`src/pkg/smsc_pkg.sv`:
```
// Purpose: shared constants and types of the serial master status/control block
// Assumes: 8-bit multiplexed host bus, low address byte selects the register
// Notes:   offsets are low address bytes; the high byte is matched to a base value
package smsc_pkg;

  // ----------------------------------------
  // register offsets (low address byte)
  // ----------------------------------------
  localparam logic [7:0] SMSC_STATUS_OFS  = 8'h80;
  localparam logic [7:0] SMSC_CONTROL_OFS = 8'h84;
  localparam logic [7:0] SMSC_TXDATA_OFS  = 8'h8A;
  localparam logic [7:0] SMSC_RXDATA_OFS  = 8'h8E;

  // ----------------------------------------
  // serial_status field positions
  // ----------------------------------------
  localparam int SMSC_ST_DONE_BIT  = 7;
  localparam int SMSC_ST_ERR_BIT   = 6;
  localparam int SMSC_ST_BUSY_BIT  = 5;
  localparam int SMSC_ST_INTN_BIT  = 4;
  localparam int SMSC_ST_TXE_BIT   = 3;
  localparam int SMSC_ST_RXF_BIT   = 2;

  // ----------------------------------------
  // serial_control field positions and reset
  // ----------------------------------------
  localparam int         SMSC_CT_EN_BIT    = 7;
  localparam int         SMSC_CT_INTERRUPT_ENABLE_SETTING_BIT = 6;
  localparam int         SMSC_CT_START_BIT = 5;
  localparam int         SMSC_CT_CFG_W     = 5;
  localparam logic [7:0] SMSC_CONTROL_RST  = 8'h00;
  localparam logic [7:0] SMSC_DATA_RST     = 8'h00;

  // ----------------------------------------
  // synchroniser depth for pin inputs
  // ----------------------------------------
  localparam int SMSC_SYNC_STAGES = 3;

  typedef enum logic [1:0] {
    SMSC_IDLE,
    SMSC_DECODE,
    SMSC_XFER,
    SMSC_END
  } smsc_bus_e;

  // host bus pins and slave-select after synchronisation
  typedef struct packed {
    logic       ale_n;
    logic       rd_n;
    logic       wr_n;
    logic       ss_n;
    logic [7:0] addr_hi;
    logic [7:0] ad;
  } smsc_pins_s;

  localparam int SMSC_PINS_W = $bits(smsc_pins_s);
  localparam logic [SMSC_PINS_W-1:0] SMSC_PINS_IDLE = {4'hF, 8'h00, 8'h00};

endpackage : smsc_pkg

```
`src/verilog/smsc_pin_sync.sv`:
```
// Purpose: three-stage synchroniser with agreement filter for host pins
// Assumes: inputs are asynchronous to clk_in
// Notes:   output only moves when stages two and three agree
`timescale 1ns/1ps
`default_nettype none
module smsc_pin_sync
  import smsc_pkg::*;
#(
  parameter int                WIDTH    = 8,
  parameter logic [WIDTH-1:0]  IDLE_VAL = '0
) (
  input  wire logic             clk_in,
  input  wire logic             rst_n_in,
  input  wire logic [WIDTH-1:0] async_in,
  output logic      [WIDTH-1:0] sync_out
);

  logic [WIDTH-1:0] s1_r;
  logic [WIDTH-1:0] s2_r;
  logic [WIDTH-1:0] s3_r;

  always_ff @(posedge clk_in or negedge rst_n_in) begin
    if (!rst_n_in) begin
      s1_r <= IDLE_VAL;
      s2_r <= IDLE_VAL;
      s3_r <= IDLE_VAL;
    end else begin
      s1_r <= async_in;
      s2_r <= s1_r;
      s3_r <= s2_r;
    end
  end

  // per bit: a change counts only once the last two stages agree
  genvar gi;
  generate
    for (gi = 0; gi < WIDTH; gi++) begin : g_bit
      always_ff @(posedge clk_in or negedge rst_n_in) begin
        if (!rst_n_in) begin
          sync_out[gi] <= IDLE_VAL[gi];
        end else if (s2_r[gi] == s3_r[gi]) begin
          sync_out[gi] <= s3_r[gi];
        end
      end
    end
  endgenerate

endmodule : smsc_pin_sync
`default_nettype wire

```
`src/verilog/smsc_top.sv`:
```
// Purpose: status and control registers of a serial master, reached over a multiplexed host bus
// Assumes: shifter, clock divider and slave-select logic sit outside and share clk_in
// Notes:   host bus pins are synchronised; read data is driven only while in XFER, until strobe release
`timescale 1ns/1ps
`default_nettype none
// Summary of operation
// host software should check bus busy is clear before starting a new transaction
// status bit 4 reads low while interrupt pending; request only when enabled
// pending set when transmit register empty while transfer-run bit is 1
// pending set when receive register full while transfer-run bit is 0
// pending set on any serial bus error
// pending cleared by transmit write, receive read, or error clear
// transmit-empty at bit 3 set when no word waiting, cleared by host write
// receive-full at bit 2 set on unread word, cleared by host read
// transmit-empty and receive-full also drive dedicated output pins
// status bits 1-0 always read zero
// other control bits ignored unless enable bit 7 set; clearing it resets core
// slave-select input sets error bit 6, resets and tristates serial side; write 0 clears
// rising transfer-run bit starts shifting when transmit not empty; host clears after last word
// interrupt enable bit 6 gates request without clearing pending cause
// reset clears error and pending, transmit empty, receive not full, master disabled
module smsc_top
  import smsc_pkg::*;
#(
  parameter logic [7:0] BASE_HI = 8'h00
) (
  input  wire logic                     clk_in,
  input  wire logic                     rst_n_in,
  // host multiplexed bus
  input  wire logic                     ale_n_in,
  input  wire logic                     rd_n_in,
  input  wire logic                     wr_n_in,
  input  wire logic [7:0]               addr_hi_in,
  input  wire logic [7:0]               ad_in,
  output logic      [7:0]               ad_out,
  output logic                          ad_oe_n_out,
  output logic                          irq_n_out,
  // pins of the serial side
  input  wire logic                     slave_sel_n_in,
  output logic                          transmit_empty_flag_out,
  output logic                          receive_full_flag_out,
  // shifter core, same clock
  input  wire logic                     bus_busy_in,
  input  wire logic                     done_in,
  input  wire logic                     tx_taken_in,
  input  wire logic                     rx_valid_in,
  input  wire logic [7:0]               rx_data_in,
  output logic [7:0]                    tx_data_out,
  output logic                          tx_ready_out,
  output logic                          start_out,
  output logic                          core_enable_out,
  output logic                          serial_tristate_out,
  output logic [SMSC_CT_CFG_W-1:0]      core_cfg_out
);

  // ----------------------------------------
  // pin synchronisation
  // ----------------------------------------
  smsc_pins_s pins;
  logic [SMSC_PINS_W-1:0] pins_raw;
  logic [SMSC_PINS_W-1:0] pins_sync;

  assign pins_raw = {ale_n_in, rd_n_in, wr_n_in, slave_sel_n_in, addr_hi_in, ad_in};
  assign pins     = smsc_pins_s'(pins_sync);

  smsc_pin_sync #(
    .WIDTH    (SMSC_PINS_W),
    .IDLE_VAL (SMSC_PINS_IDLE)
  ) u_sync (
    .clk_in   (clk_in),
    .rst_n_in (rst_n_in),
    .async_in (pins_raw),
    .sync_out (pins_sync)
  );

  // ----------------------------------------
  // host bus state machine
  // ----------------------------------------
  smsc_bus_e  state_r;
  logic [7:0] addr_r;
  logic       sel_r;
  logic       acc_rd;
  logic       acc_wr;

  always_ff @(posedge clk_in or negedge rst_n_in) begin
    if (!rst_n_in) begin
      state_r <= SMSC_IDLE;
      addr_r  <= SMSC_DATA_RST;
      sel_r   <= 1'b0;
    end else begin
      unique case (state_r)
        SMSC_IDLE: begin
          if (!pins.ale_n) begin
            state_r <= SMSC_DECODE;
            addr_r  <= pins.ad;
            sel_r   <= (pins.addr_hi == BASE_HI);
          end
        end
        SMSC_DECODE: begin
          if (pins.ale_n) begin
            state_r <= SMSC_IDLE;
          end else if (sel_r && (!pins.rd_n || !pins.wr_n)) begin
            state_r <= SMSC_XFER;
          end
        end
        SMSC_XFER: begin
          if (pins.rd_n && pins.wr_n) begin
            state_r <= SMSC_END;
          end
        end
        SMSC_END: begin
          if (pins.ale_n) begin
            state_r <= SMSC_IDLE;
          end
        end
      endcase
    end
  end

  // one-cycle access pulses on entry to the transfer state
  assign acc_rd = (state_r == SMSC_DECODE) && sel_r && !pins.ale_n && !pins.rd_n;
  assign acc_wr = (state_r == SMSC_DECODE) && sel_r && !pins.ale_n && pins.rd_n && !pins.wr_n;

  logic wr_tx;
  logic wr_ctl;
  logic wr_st;
  logic rd_rx;
  assign wr_tx  = acc_wr && (addr_r == SMSC_TXDATA_OFS);
  assign wr_ctl = acc_wr && (addr_r == SMSC_CONTROL_OFS);
  assign wr_st  = acc_wr && (addr_r == SMSC_STATUS_OFS);
  assign rd_rx  = acc_rd && (addr_r == SMSC_RXDATA_OFS);

  // ----------------------------------------
  // control register
  // ----------------------------------------
  logic [7:0] control_r;
  logic       enable;
  logic       start_en;
  logic       start_q_r;

  always_ff @(posedge clk_in or negedge rst_n_in) begin
    if (!rst_n_in) begin
      control_r <= SMSC_CONTROL_RST;
    end else if (wr_ctl) begin
      control_r <= pins.ad;
    end
  end

  assign enable   = control_r[SMSC_CT_EN_BIT];
  assign start_en = enable && control_r[SMSC_CT_START_BIT];

  // ----------------------------------------
  // status flags and data registers
  // ----------------------------------------
  logic       err_r;
  logic       txe_r;
  logic       rxf_r;
  logic       pend_r;
  logic [7:0] tx_r;
  logic [7:0] rx_r;
  logic       err_set;
  logic       err_clr;
  logic       cond_tx;
  logic       cond_rx;
  logic       cond_tx_q_r;
  logic       cond_rx_q_r;
  logic       pend_set;
  logic       pend_clr;

  // error only counts while enabled; slave-select is sampled as a level, so a held assertion keeps setting it
  assign err_set = enable && !pins.ss_n;
  assign err_clr = wr_st && !pins.ad[SMSC_ST_ERR_BIT];

  always_ff @(posedge clk_in or negedge rst_n_in) begin
    if (!rst_n_in) begin
      err_r <= 1'b0;
    end else if (!enable) begin
      err_r <= 1'b0;
    end else if (err_set) begin
      err_r <= 1'b1; // set wins over the software clear
    end else if (err_clr) begin
      err_r <= 1'b0;
    end
  end

  // transmit holding register: host write fills, shifter take empties
  always_ff @(posedge clk_in or negedge rst_n_in) begin
    if (!rst_n_in) begin
      txe_r <= 1'b1;
      tx_r  <= SMSC_DATA_RST;
    end else if (!enable) begin
      txe_r <= 1'b1;
    end else if (wr_tx) begin
      txe_r <= 1'b0;
      tx_r  <= pins.ad;
    end else if (tx_taken_in && !err_r) begin
      txe_r <= 1'b1;
    end
  end

  // receive register: a new word outranks a read in the same cycle
  always_ff @(posedge clk_in or negedge rst_n_in) begin
    if (!rst_n_in) begin
      rxf_r <= 1'b0;
      rx_r  <= SMSC_DATA_RST;
    end else if (!enable) begin
      rxf_r <= 1'b0;
    end else if (rx_valid_in && !err_r) begin
      rxf_r <= 1'b1;
      rx_r  <= rx_data_in;
    end else if (rd_rx) begin
      rxf_r <= 1'b0;
    end
  end

  // pending is raised when a cause first appears, so a host action can release it
  assign cond_tx  = txe_r && start_en;
  assign cond_rx  = rxf_r && enable && !control_r[SMSC_CT_START_BIT];
  assign pend_set = (cond_tx && !cond_tx_q_r) || (cond_rx && !cond_rx_q_r) || (err_set && !err_r);
  assign pend_clr = wr_tx || rd_rx || err_clr;

  always_ff @(posedge clk_in or negedge rst_n_in) begin
    if (!rst_n_in) begin
      cond_tx_q_r <= 1'b0;
      cond_rx_q_r <= 1'b0;
    end else begin
      cond_tx_q_r <= cond_tx;
      cond_rx_q_r <= cond_rx;
    end
  end

  always_ff @(posedge clk_in or negedge rst_n_in) begin
    if (!rst_n_in) begin
      pend_r <= 1'b0;
    end else if (!enable) begin
      pend_r <= 1'b0;
    end else if (pend_set) begin
      pend_r <= 1'b1;
    end else if (pend_clr) begin
      pend_r <= 1'b0;
    end
  end

  // ----------------------------------------
  // read data and bus drive
  // ----------------------------------------
  logic [7:0] status;
  logic [7:0] rd_data;

  always_comb begin
    status                   = 8'h00;
    status[SMSC_ST_DONE_BIT] = done_in;
    status[SMSC_ST_ERR_BIT]  = err_r;
    status[SMSC_ST_BUSY_BIT] = bus_busy_in;
    status[SMSC_ST_INTN_BIT] = !pend_r;
    status[SMSC_ST_TXE_BIT]  = txe_r;
    status[SMSC_ST_RXF_BIT]  = rxf_r;
    unique case (addr_r)
      SMSC_STATUS_OFS:  rd_data = status;
      SMSC_CONTROL_OFS: rd_data = control_r;
      SMSC_TXDATA_OFS:  rd_data = tx_r;
      SMSC_RXDATA_OFS:  rd_data = rx_r;
      default:          rd_data = 8'h00;
    endcase
  end

  always_ff @(posedge clk_in or negedge rst_n_in) begin
    if (!rst_n_in) begin
      ad_out      <= 8'h00;
      ad_oe_n_out <= 1'b1;
    end else if (acc_rd) begin
      ad_out      <= rd_data;
      ad_oe_n_out <= 1'b0;
    end else if (state_r != SMSC_XFER || pins.rd_n) begin
      ad_oe_n_out <= 1'b1;
    end
  end

  // ----------------------------------------
  // outputs to pins and shifter core
  // ----------------------------------------
  always_ff @(posedge clk_in or negedge rst_n_in) begin
    if (!rst_n_in) begin
      irq_n_out               <= 1'b1;
      transmit_empty_flag_out <= 1'b1;
      receive_full_flag_out   <= 1'b0;
      tx_data_out             <= SMSC_DATA_RST;
      tx_ready_out            <= 1'b0;
      start_out               <= 1'b0;
      start_q_r               <= 1'b0;
      core_enable_out         <= 1'b0;
      serial_tristate_out     <= 1'b1;
      core_cfg_out            <= '0;
    end else begin
      irq_n_out               <= !(pend_r && enable && control_r[SMSC_CT_INTERRUPT_ENABLE_SETTING_BIT]);
      transmit_empty_flag_out <= txe_r;
      receive_full_flag_out   <= rxf_r;
      tx_data_out             <= tx_r;
      start_q_r               <= start_en;
      // shifting is offered while the run bit is set, at its rise or any later cycle, when a word is waiting
      if (start_en && !start_q_r) begin
        tx_ready_out <= !txe_r && !wr_tx;
      end else if (!start_en || err_r) begin
        tx_ready_out <= 1'b0;
      end else if (!tx_ready_out && start_q_r) begin
        tx_ready_out <= !txe_r && !wr_tx;
      end else if (tx_taken_in) begin
        tx_ready_out <= 1'b0;
      end
      start_out               <= start_en && !err_r;
      core_enable_out         <= enable && !err_r;
      serial_tristate_out     <= !enable || err_r;
      core_cfg_out            <= enable ? control_r[SMSC_CT_CFG_W-1:0] : '0;
    end
  end

endmodule : smsc_top
`default_nettype wire

```
`config.mk`:
```
export PLATFORM = sky130hd
export DESIGN_NAME = smsc_top
export DESIGN_NICKNAME = d
export VERILOG_FILES = /design/src/pkg/smsc_pkg.sv /design/src/verilog/smsc_pin_sync.sv /design/src/verilog/smsc_top.sv
export SDC_FILE = /design/constraint.sdc
export NUM_CORES = 1
export LEC_CHECK = 0
export BUFFER_PORTS_ARGS = -buffer_cell sky130_fd_sc_hd__buf_2
export CORE_MARGIN = 8
export CORE_UTILIZATION = 35
export CTS_BUF_LIST = sky130_fd_sc_hd__clkbuf_2
export CTS_CLUSTER_SIZE = 16
export DETAILED_ROUTE_END_ITERATION = 12
export SKIP_CTS_REPAIR_TIMING = 1
export SLEW_MARGIN = 5
export SYNTH_ARGS = -nofsm -noshare
export SYNTH_HDL_FRONTEND = slang
export SYNTH_SLANG_ARGS = --single-unit
```
`constraint.sdc`:
```
create_clock -name clk_in -period 5.2 [get_ports clk_in]
set_input_delay 0 -clock clk_in [delete_from_list [all_inputs] [get_ports clk_in]]
set_output_delay 0 -clock clk_in [all_outputs]
set_load 0.01 [all_outputs]
```
Word level (Yosys, flattened, before mapping)
Index checks and enable logic that the tools add are counted.
Operators by class
  bitwise logic cells: 1
  equality and inequality tests: 36
  reductions and logical operators: 62
  multiplexer cells: 26
Operator list (number)
  $eq A8 B8 Y1 const B: 4
  $pmux W8 S4: 1
  $logic_and A1 B1 Y1: 29
  $eq A1 B1 Y1: 20
  $mux W1: 18
  $logic_not A1 Y1: 17
  $mux W2: 5
  $ne A3 B2 Y1 const B: 3
  $logic_not A8 Y1: 1
  $logic_or A1 B1 Y1: 8
  $pmux W2 S4: 1
  $ne A2 B2 Y1 const B: 3
  $ne A3 B1 Y1 const B: 2
  $reduce_and A2 Y1: 3
  $mux W5: 1
  $eq A2 B2 Y1 const B: 2
  $reduce_and A4 Y1: 1
  $reduce_bool A4 Y1: 1
  $eq A2 B1 Y1 const B: 1
  $logic_not A2 Y1: 1
  $ne A2 B1 Y1 const B: 1
  $reduce_bool A2 Y1: 1
  $not A1 Y1: 1
Storage, ports and cells
  register bits after elaboration: 151
  input port bits: 34
  logic and storage cells: 172

Depth between registers and ports, before layout
  depth in word-level cells: 11
  depth in mapped cells: 6
  mapped depth without buffers: 4

Cells and area by module
From an unflattened synthesis, not the netlist that was laid out.
Unflattened totals
  cells, all modules: 318
  area total of the unflattened synthesis: 5134.9 sq um
Modules (own cells, without submodules)
  smsc_top: cells an instance 218, instances 1, area an instance 2887.8 sq um
  smsc_pin_sync: cells an instance 100, instances 1, area an instance 2247.2 sq um

Worst setup path before layout
Ideal clock, no wire load.
  kind: reg2reg
  from: reg u_sync.sync_out[18]
  to: reg tx_r[0]
  path slack: 3379 ps
  path buffers: 0
  arrival time: 1696 ps
  stages on the path, launching flop included: 5
  data required time: 5075 ps
  period minus slack after synthesis: 1821 ps
  cells stage by stage: dfstp_2 -> or3b_4 -> nor4_4 -> nand4_4 -> mux2_2
Between the ends
  cells in the longest elaborated chain, start to end: 4
Ends and longest elaborated chain
  from (decl): line smsc_pin_sync.sv:15  | output logic [WIDTH-1:0] sync_out
  from (signal, indexed assignment): line smsc_pin_sync.sv:40  | sync_out[gi] <= IDLE_VAL[gi];
  from (signal, indexed assignment): line smsc_pin_sync.sv:42  | sync_out[gi] <= s3_r[gi];
  $logic_and A1 B1 Y1 (2 in a row): line smsc_top.sv:122  | assign acc_wr = (state_r == SMSC_DECODE) && sel_r && !pins.ale_n && pins.rd_n && !pins.wr_n;
  $logic_and A1 B1 Y1: line smsc_top.sv:128  | assign wr_tx = acc_wr && (addr_r == SMSC_TXDATA_OFS);
  $reduce_and A2 Y1 (no line)
  to (signal assigned): line smsc_top.sv:195  | tx_r <= pins.ad;
  to (decl): line smsc_top.sv:159  | logic [7:0] tx_r;
Every way passes these cells.
A chain may end at the register's enable or synchronous reset.

Worst setup path in the final report
  from: reg control_r[7]
  to: reg rx_r[4]
Between the ends
  cells in the longest elaborated chain, start to end: 1
Ends and longest elaborated chain
  from (decl): line smsc_top.sv:136  | logic [7:0] control_r;
  from (signal assigned): line smsc_top.sv:145  | control_r <= pins.ad;
  $reduce_and A2 Y1 (no line)
  to (signal assigned): line smsc_top.sv:210  | rx_r <= rx_data_in;
  to (decl): line smsc_top.sv:160  | logic [7:0] rx_r;
Every way passes these cells.

==> impl_metrics.yaml <==
cts:
  clkTransAtPathRegs_ns: 0.23
  cts_buffers: 17
  cts_num_sinks: 151
  cts_buffer_depth: 2
  insertion_delay_ns: 0.68
  cts_tree: "done"
  cts-htree-levels: 4
  root_buffer: "clkbuf_2"
worst_setup_path:
  crit_slowest_cell: "dfrtp_1"
  cp_max_fo: 16
  reg2reg_from: "control_r[7]$_DFFE_PN0P_"
  rrSetupSlack_ns: 2.70
  crit_path_start_kind: "flip-flop"
  crit_path_end_kind: "flip-flop"
  arrival_ns: 3.08
  ff2ff_path_depth: 4
  reg2reg_to: "rx_r[4]$_DFFE_PN0P_"
  cp.required_ns: 5.78
  worstPathCellList: "nor2b_1 > nand2_1 > mux2_2 > dlygate4sd3_1"
  path_class: "reg2reg"
  crit_path_max_incr_delay_ns: 0.74
synthesis:
  ys_warn_count: 0
  synth.avg_cell_area_um2: 15.7
  synthCells: 326
  synth.distinct_cells: 41
  synthTopCellsByArea: "dfrtp_1, dfstp_2, mux2_2, maj3_1, mux2i_1"
  synth_top_cells_by_count: "dfrtp_1, mux2_2, dfstp_2"
  synthesis.area_mm2: 0.00512
  synth_flop_cell: "dfrtp_1"
  async_flop_share: 1.00
  synth_top_area_cell: "dfrtp_1"
  synth_edf_count: 0
  synth.top_cell.area_share: 0.636
  yosysSeqAreaShare: 0.744
  syn-num-nets: 360
  synth-seq-cells: 151
  yosysMostFrequentCell: "dfrtp_1"
sta:
  fmax_mhz: 400
  finClkSkew_ns: 0.0328
  setup_tns_ns: 0
  fin_crit_sh: 0.481
  finalMaxSlewViolations: 0
  period_minus_slack_ns: 2.50
  finalSetupViolations: 0
  slew_headroom: 0.409
  hold_viol_final: 0
  rsz0062_at_grt: "false"
  worst_pin_slew_ns: 0.886
  hold_ws_ns: 0.101
die:
  core_mm2: 0.0144
  fp.dieH_um: 137
  pin_count: 63
  initial_core_util: 0.355
  die_w_um: 137
  dieArea_mm2: 0.0187
  placementRows: 44
run:
  drv_cap: 0
routing:
  drt_iter0_drc: 202
  wirelength_mm: 9.87
  routed-via-count: 3010
  ant_nets: 0
  wire_per_inst_um: 14.9
  first_pass_iters: 4
  drc: 0
  viasPerCell: 4.53
placed_design:
  dpl.hpwl_mm: 6.27
  globalplace.congestion: 0.809
  io_buffers: 62
  placed_area_mm2: 0.00565
layout:
  drive_gt1_frac: 0.331
  syn_to_final_growth_pct: 28.0
  multi_input_area_mm2: 0.00126
  n_antenna_cell: 0
  regArea_mm2: 0.00380
  fillCellCount: 1320
  fin_area_mm2: 0.00655
  nets: 501
power:
  ir_worst_vdd_mv: 0.207
  p_leak_nw: 3.03
  powerDensity_mw_per_mm2: 328
worst_hold_path:
  hp-class: "in2reg"
  worstHoldStart: "rx_data_in[3]"
  hold_depth: 3
  hold-path-endpoint: "rx_r[3]$_DFFE_PN0P_"
grt:
  grt_pass1_wl_mm: 15.2
  grt_max_degree: 99
  antenna_found_initial: 0
  gr-total-overflow: 0
  grtUsageTotal: 0.108
  first_global_vias: 2942
outcome:
  status: "finished clean"
[worst max-delay path, delay by kind of cell (launching register included)]
family / cells / cell delay (ns)
buffers and inverters: 1 / 0.56
flip-flops: 1 / 0.74
multiplexers: 1 / 0.39
AND/OR/NAND/NOR: 2 / 0.70
[layout by cell type, fill, tap and decap left out, types with 2 or more instances in the layout]
master	count
a21boi_0	2
a21oi_1	8
a31oi_1	2
a32oi_1	2
and2_1	8
buf_2	61
buf_4	2
clkbuf_2	17
clkinv_4	4
clkinvlp_4	4
dfrtp_1	130
dfstp_2	21
dlygate4sd3_1	64
inv_1	6
inv_6	4
maj3_1	20
mux2_2	35
mux2i_1	7
nand2_1	16
nand2b_1	2
nand3_1	3
nand4b_1	2
nor2_1	12
nor2b_1	3
nor3_1	4
nor4_1	2
o21ai_0	9
o21ai_1	8
[per-stage QoR]
stage               std cells  utilization  power (mW)  worst slack, ns
detailed placement        567        0.392        1.51             2.94
floorplan                 326            -        1.43             3.38
global placement          567        0.392        1.50             3.01
finish                    664        0.454        2.15             2.70
CTS                       599        0.408        2.14             2.91
global route              664        0.454        2.26             2.54
[cell type report]
type / count / share of cell area
flip-flops and latches: 151 / 0.581
multi-input cells: 162 / 0.192
repair buffers: 129 / 0.153
well taps: 184 / 0.0352
clock inverters: 15 / 0.0224
clock buffers: 17 / 0.0130
inverters: 6 / 0.00344
[report_power, final]
part / leakage (nW) / internal, mW / switching (mW)
sequential: 1.87 / 1.25 / 0.0727
combinational: 1.03 / 0.113 / 0.0928
clock: 0.130 / 0.183 / 0.438
[cell families (layout without fill, tap and decap cells)]
kind of cell | after synthesis | in the layout | synth area share
AO/OA/AOI/OAI | 37 | 37 | 0.0428
adder cells (fa/ha/maj) | 20 | 20 | 0.0391
buffers and inverters | 13 | 167 | 0.0100
flip-flops | 151 | 151 | 0.744
multiplexers | 43 | 43 | 0.0929
AND/OR/NAND/NOR | 62 | 62 | 0.0714
[metal layers]
layer  GRT usage  vias to the layer above  share of wire
met2       0.162                       62           0.48
met3      0.0459                        6          0.061
li1            -                     1430              -
met4      0.0416                        0         0.0088
met1       0.135                     1512           0.45
met5           0                        -              0
[how the worst max path moves through the flow]
stage                               startpoint                   to  slack, ns  depth (start not counted)
5_1_grt               control_r[7]$_DFFE_PN0P_  rx_r[5]$_DFFE_PN0P_       2.54                          4
6_report              control_r[7]$_DFFE_PN0P_  rx_r[4]$_DFFE_PN0P_       2.70                          4
3_3_place_gp             addr_r[2]$_DFFE_PN0P_  tx_r[6]$_DFFE_PN0P_       3.01                          4
4_1_cts                  addr_r[2]$_DFFE_PN0P_  tx_r[5]$_DFFE_PN0P_       2.91                          4
3_5_place_dp             addr_r[2]$_DFFE_PN0P_  tx_r[5]$_DFFE_PN0P_       2.94                          4
2_1_floorplan  u_sync.sync_out[18]$_DFFE_PN1N_  tx_r[0]$_DFFE_PN0P_       3.38                          4
[sequential cells by signal, indices dropped and copies added, names as in the netlist, 5 cells and up, named ones only]
register and count:
ad_out 8, addr_r 8, control_r 8, core_cfg_out 5
rx_r 8, tx_data_out 8, tx_r 8, u_sync.s1_r 20
u_sync.s2_r 20, u_sync.s3_r 20, u_sync.sync_out 20
(Power assumes the default switching activity.)
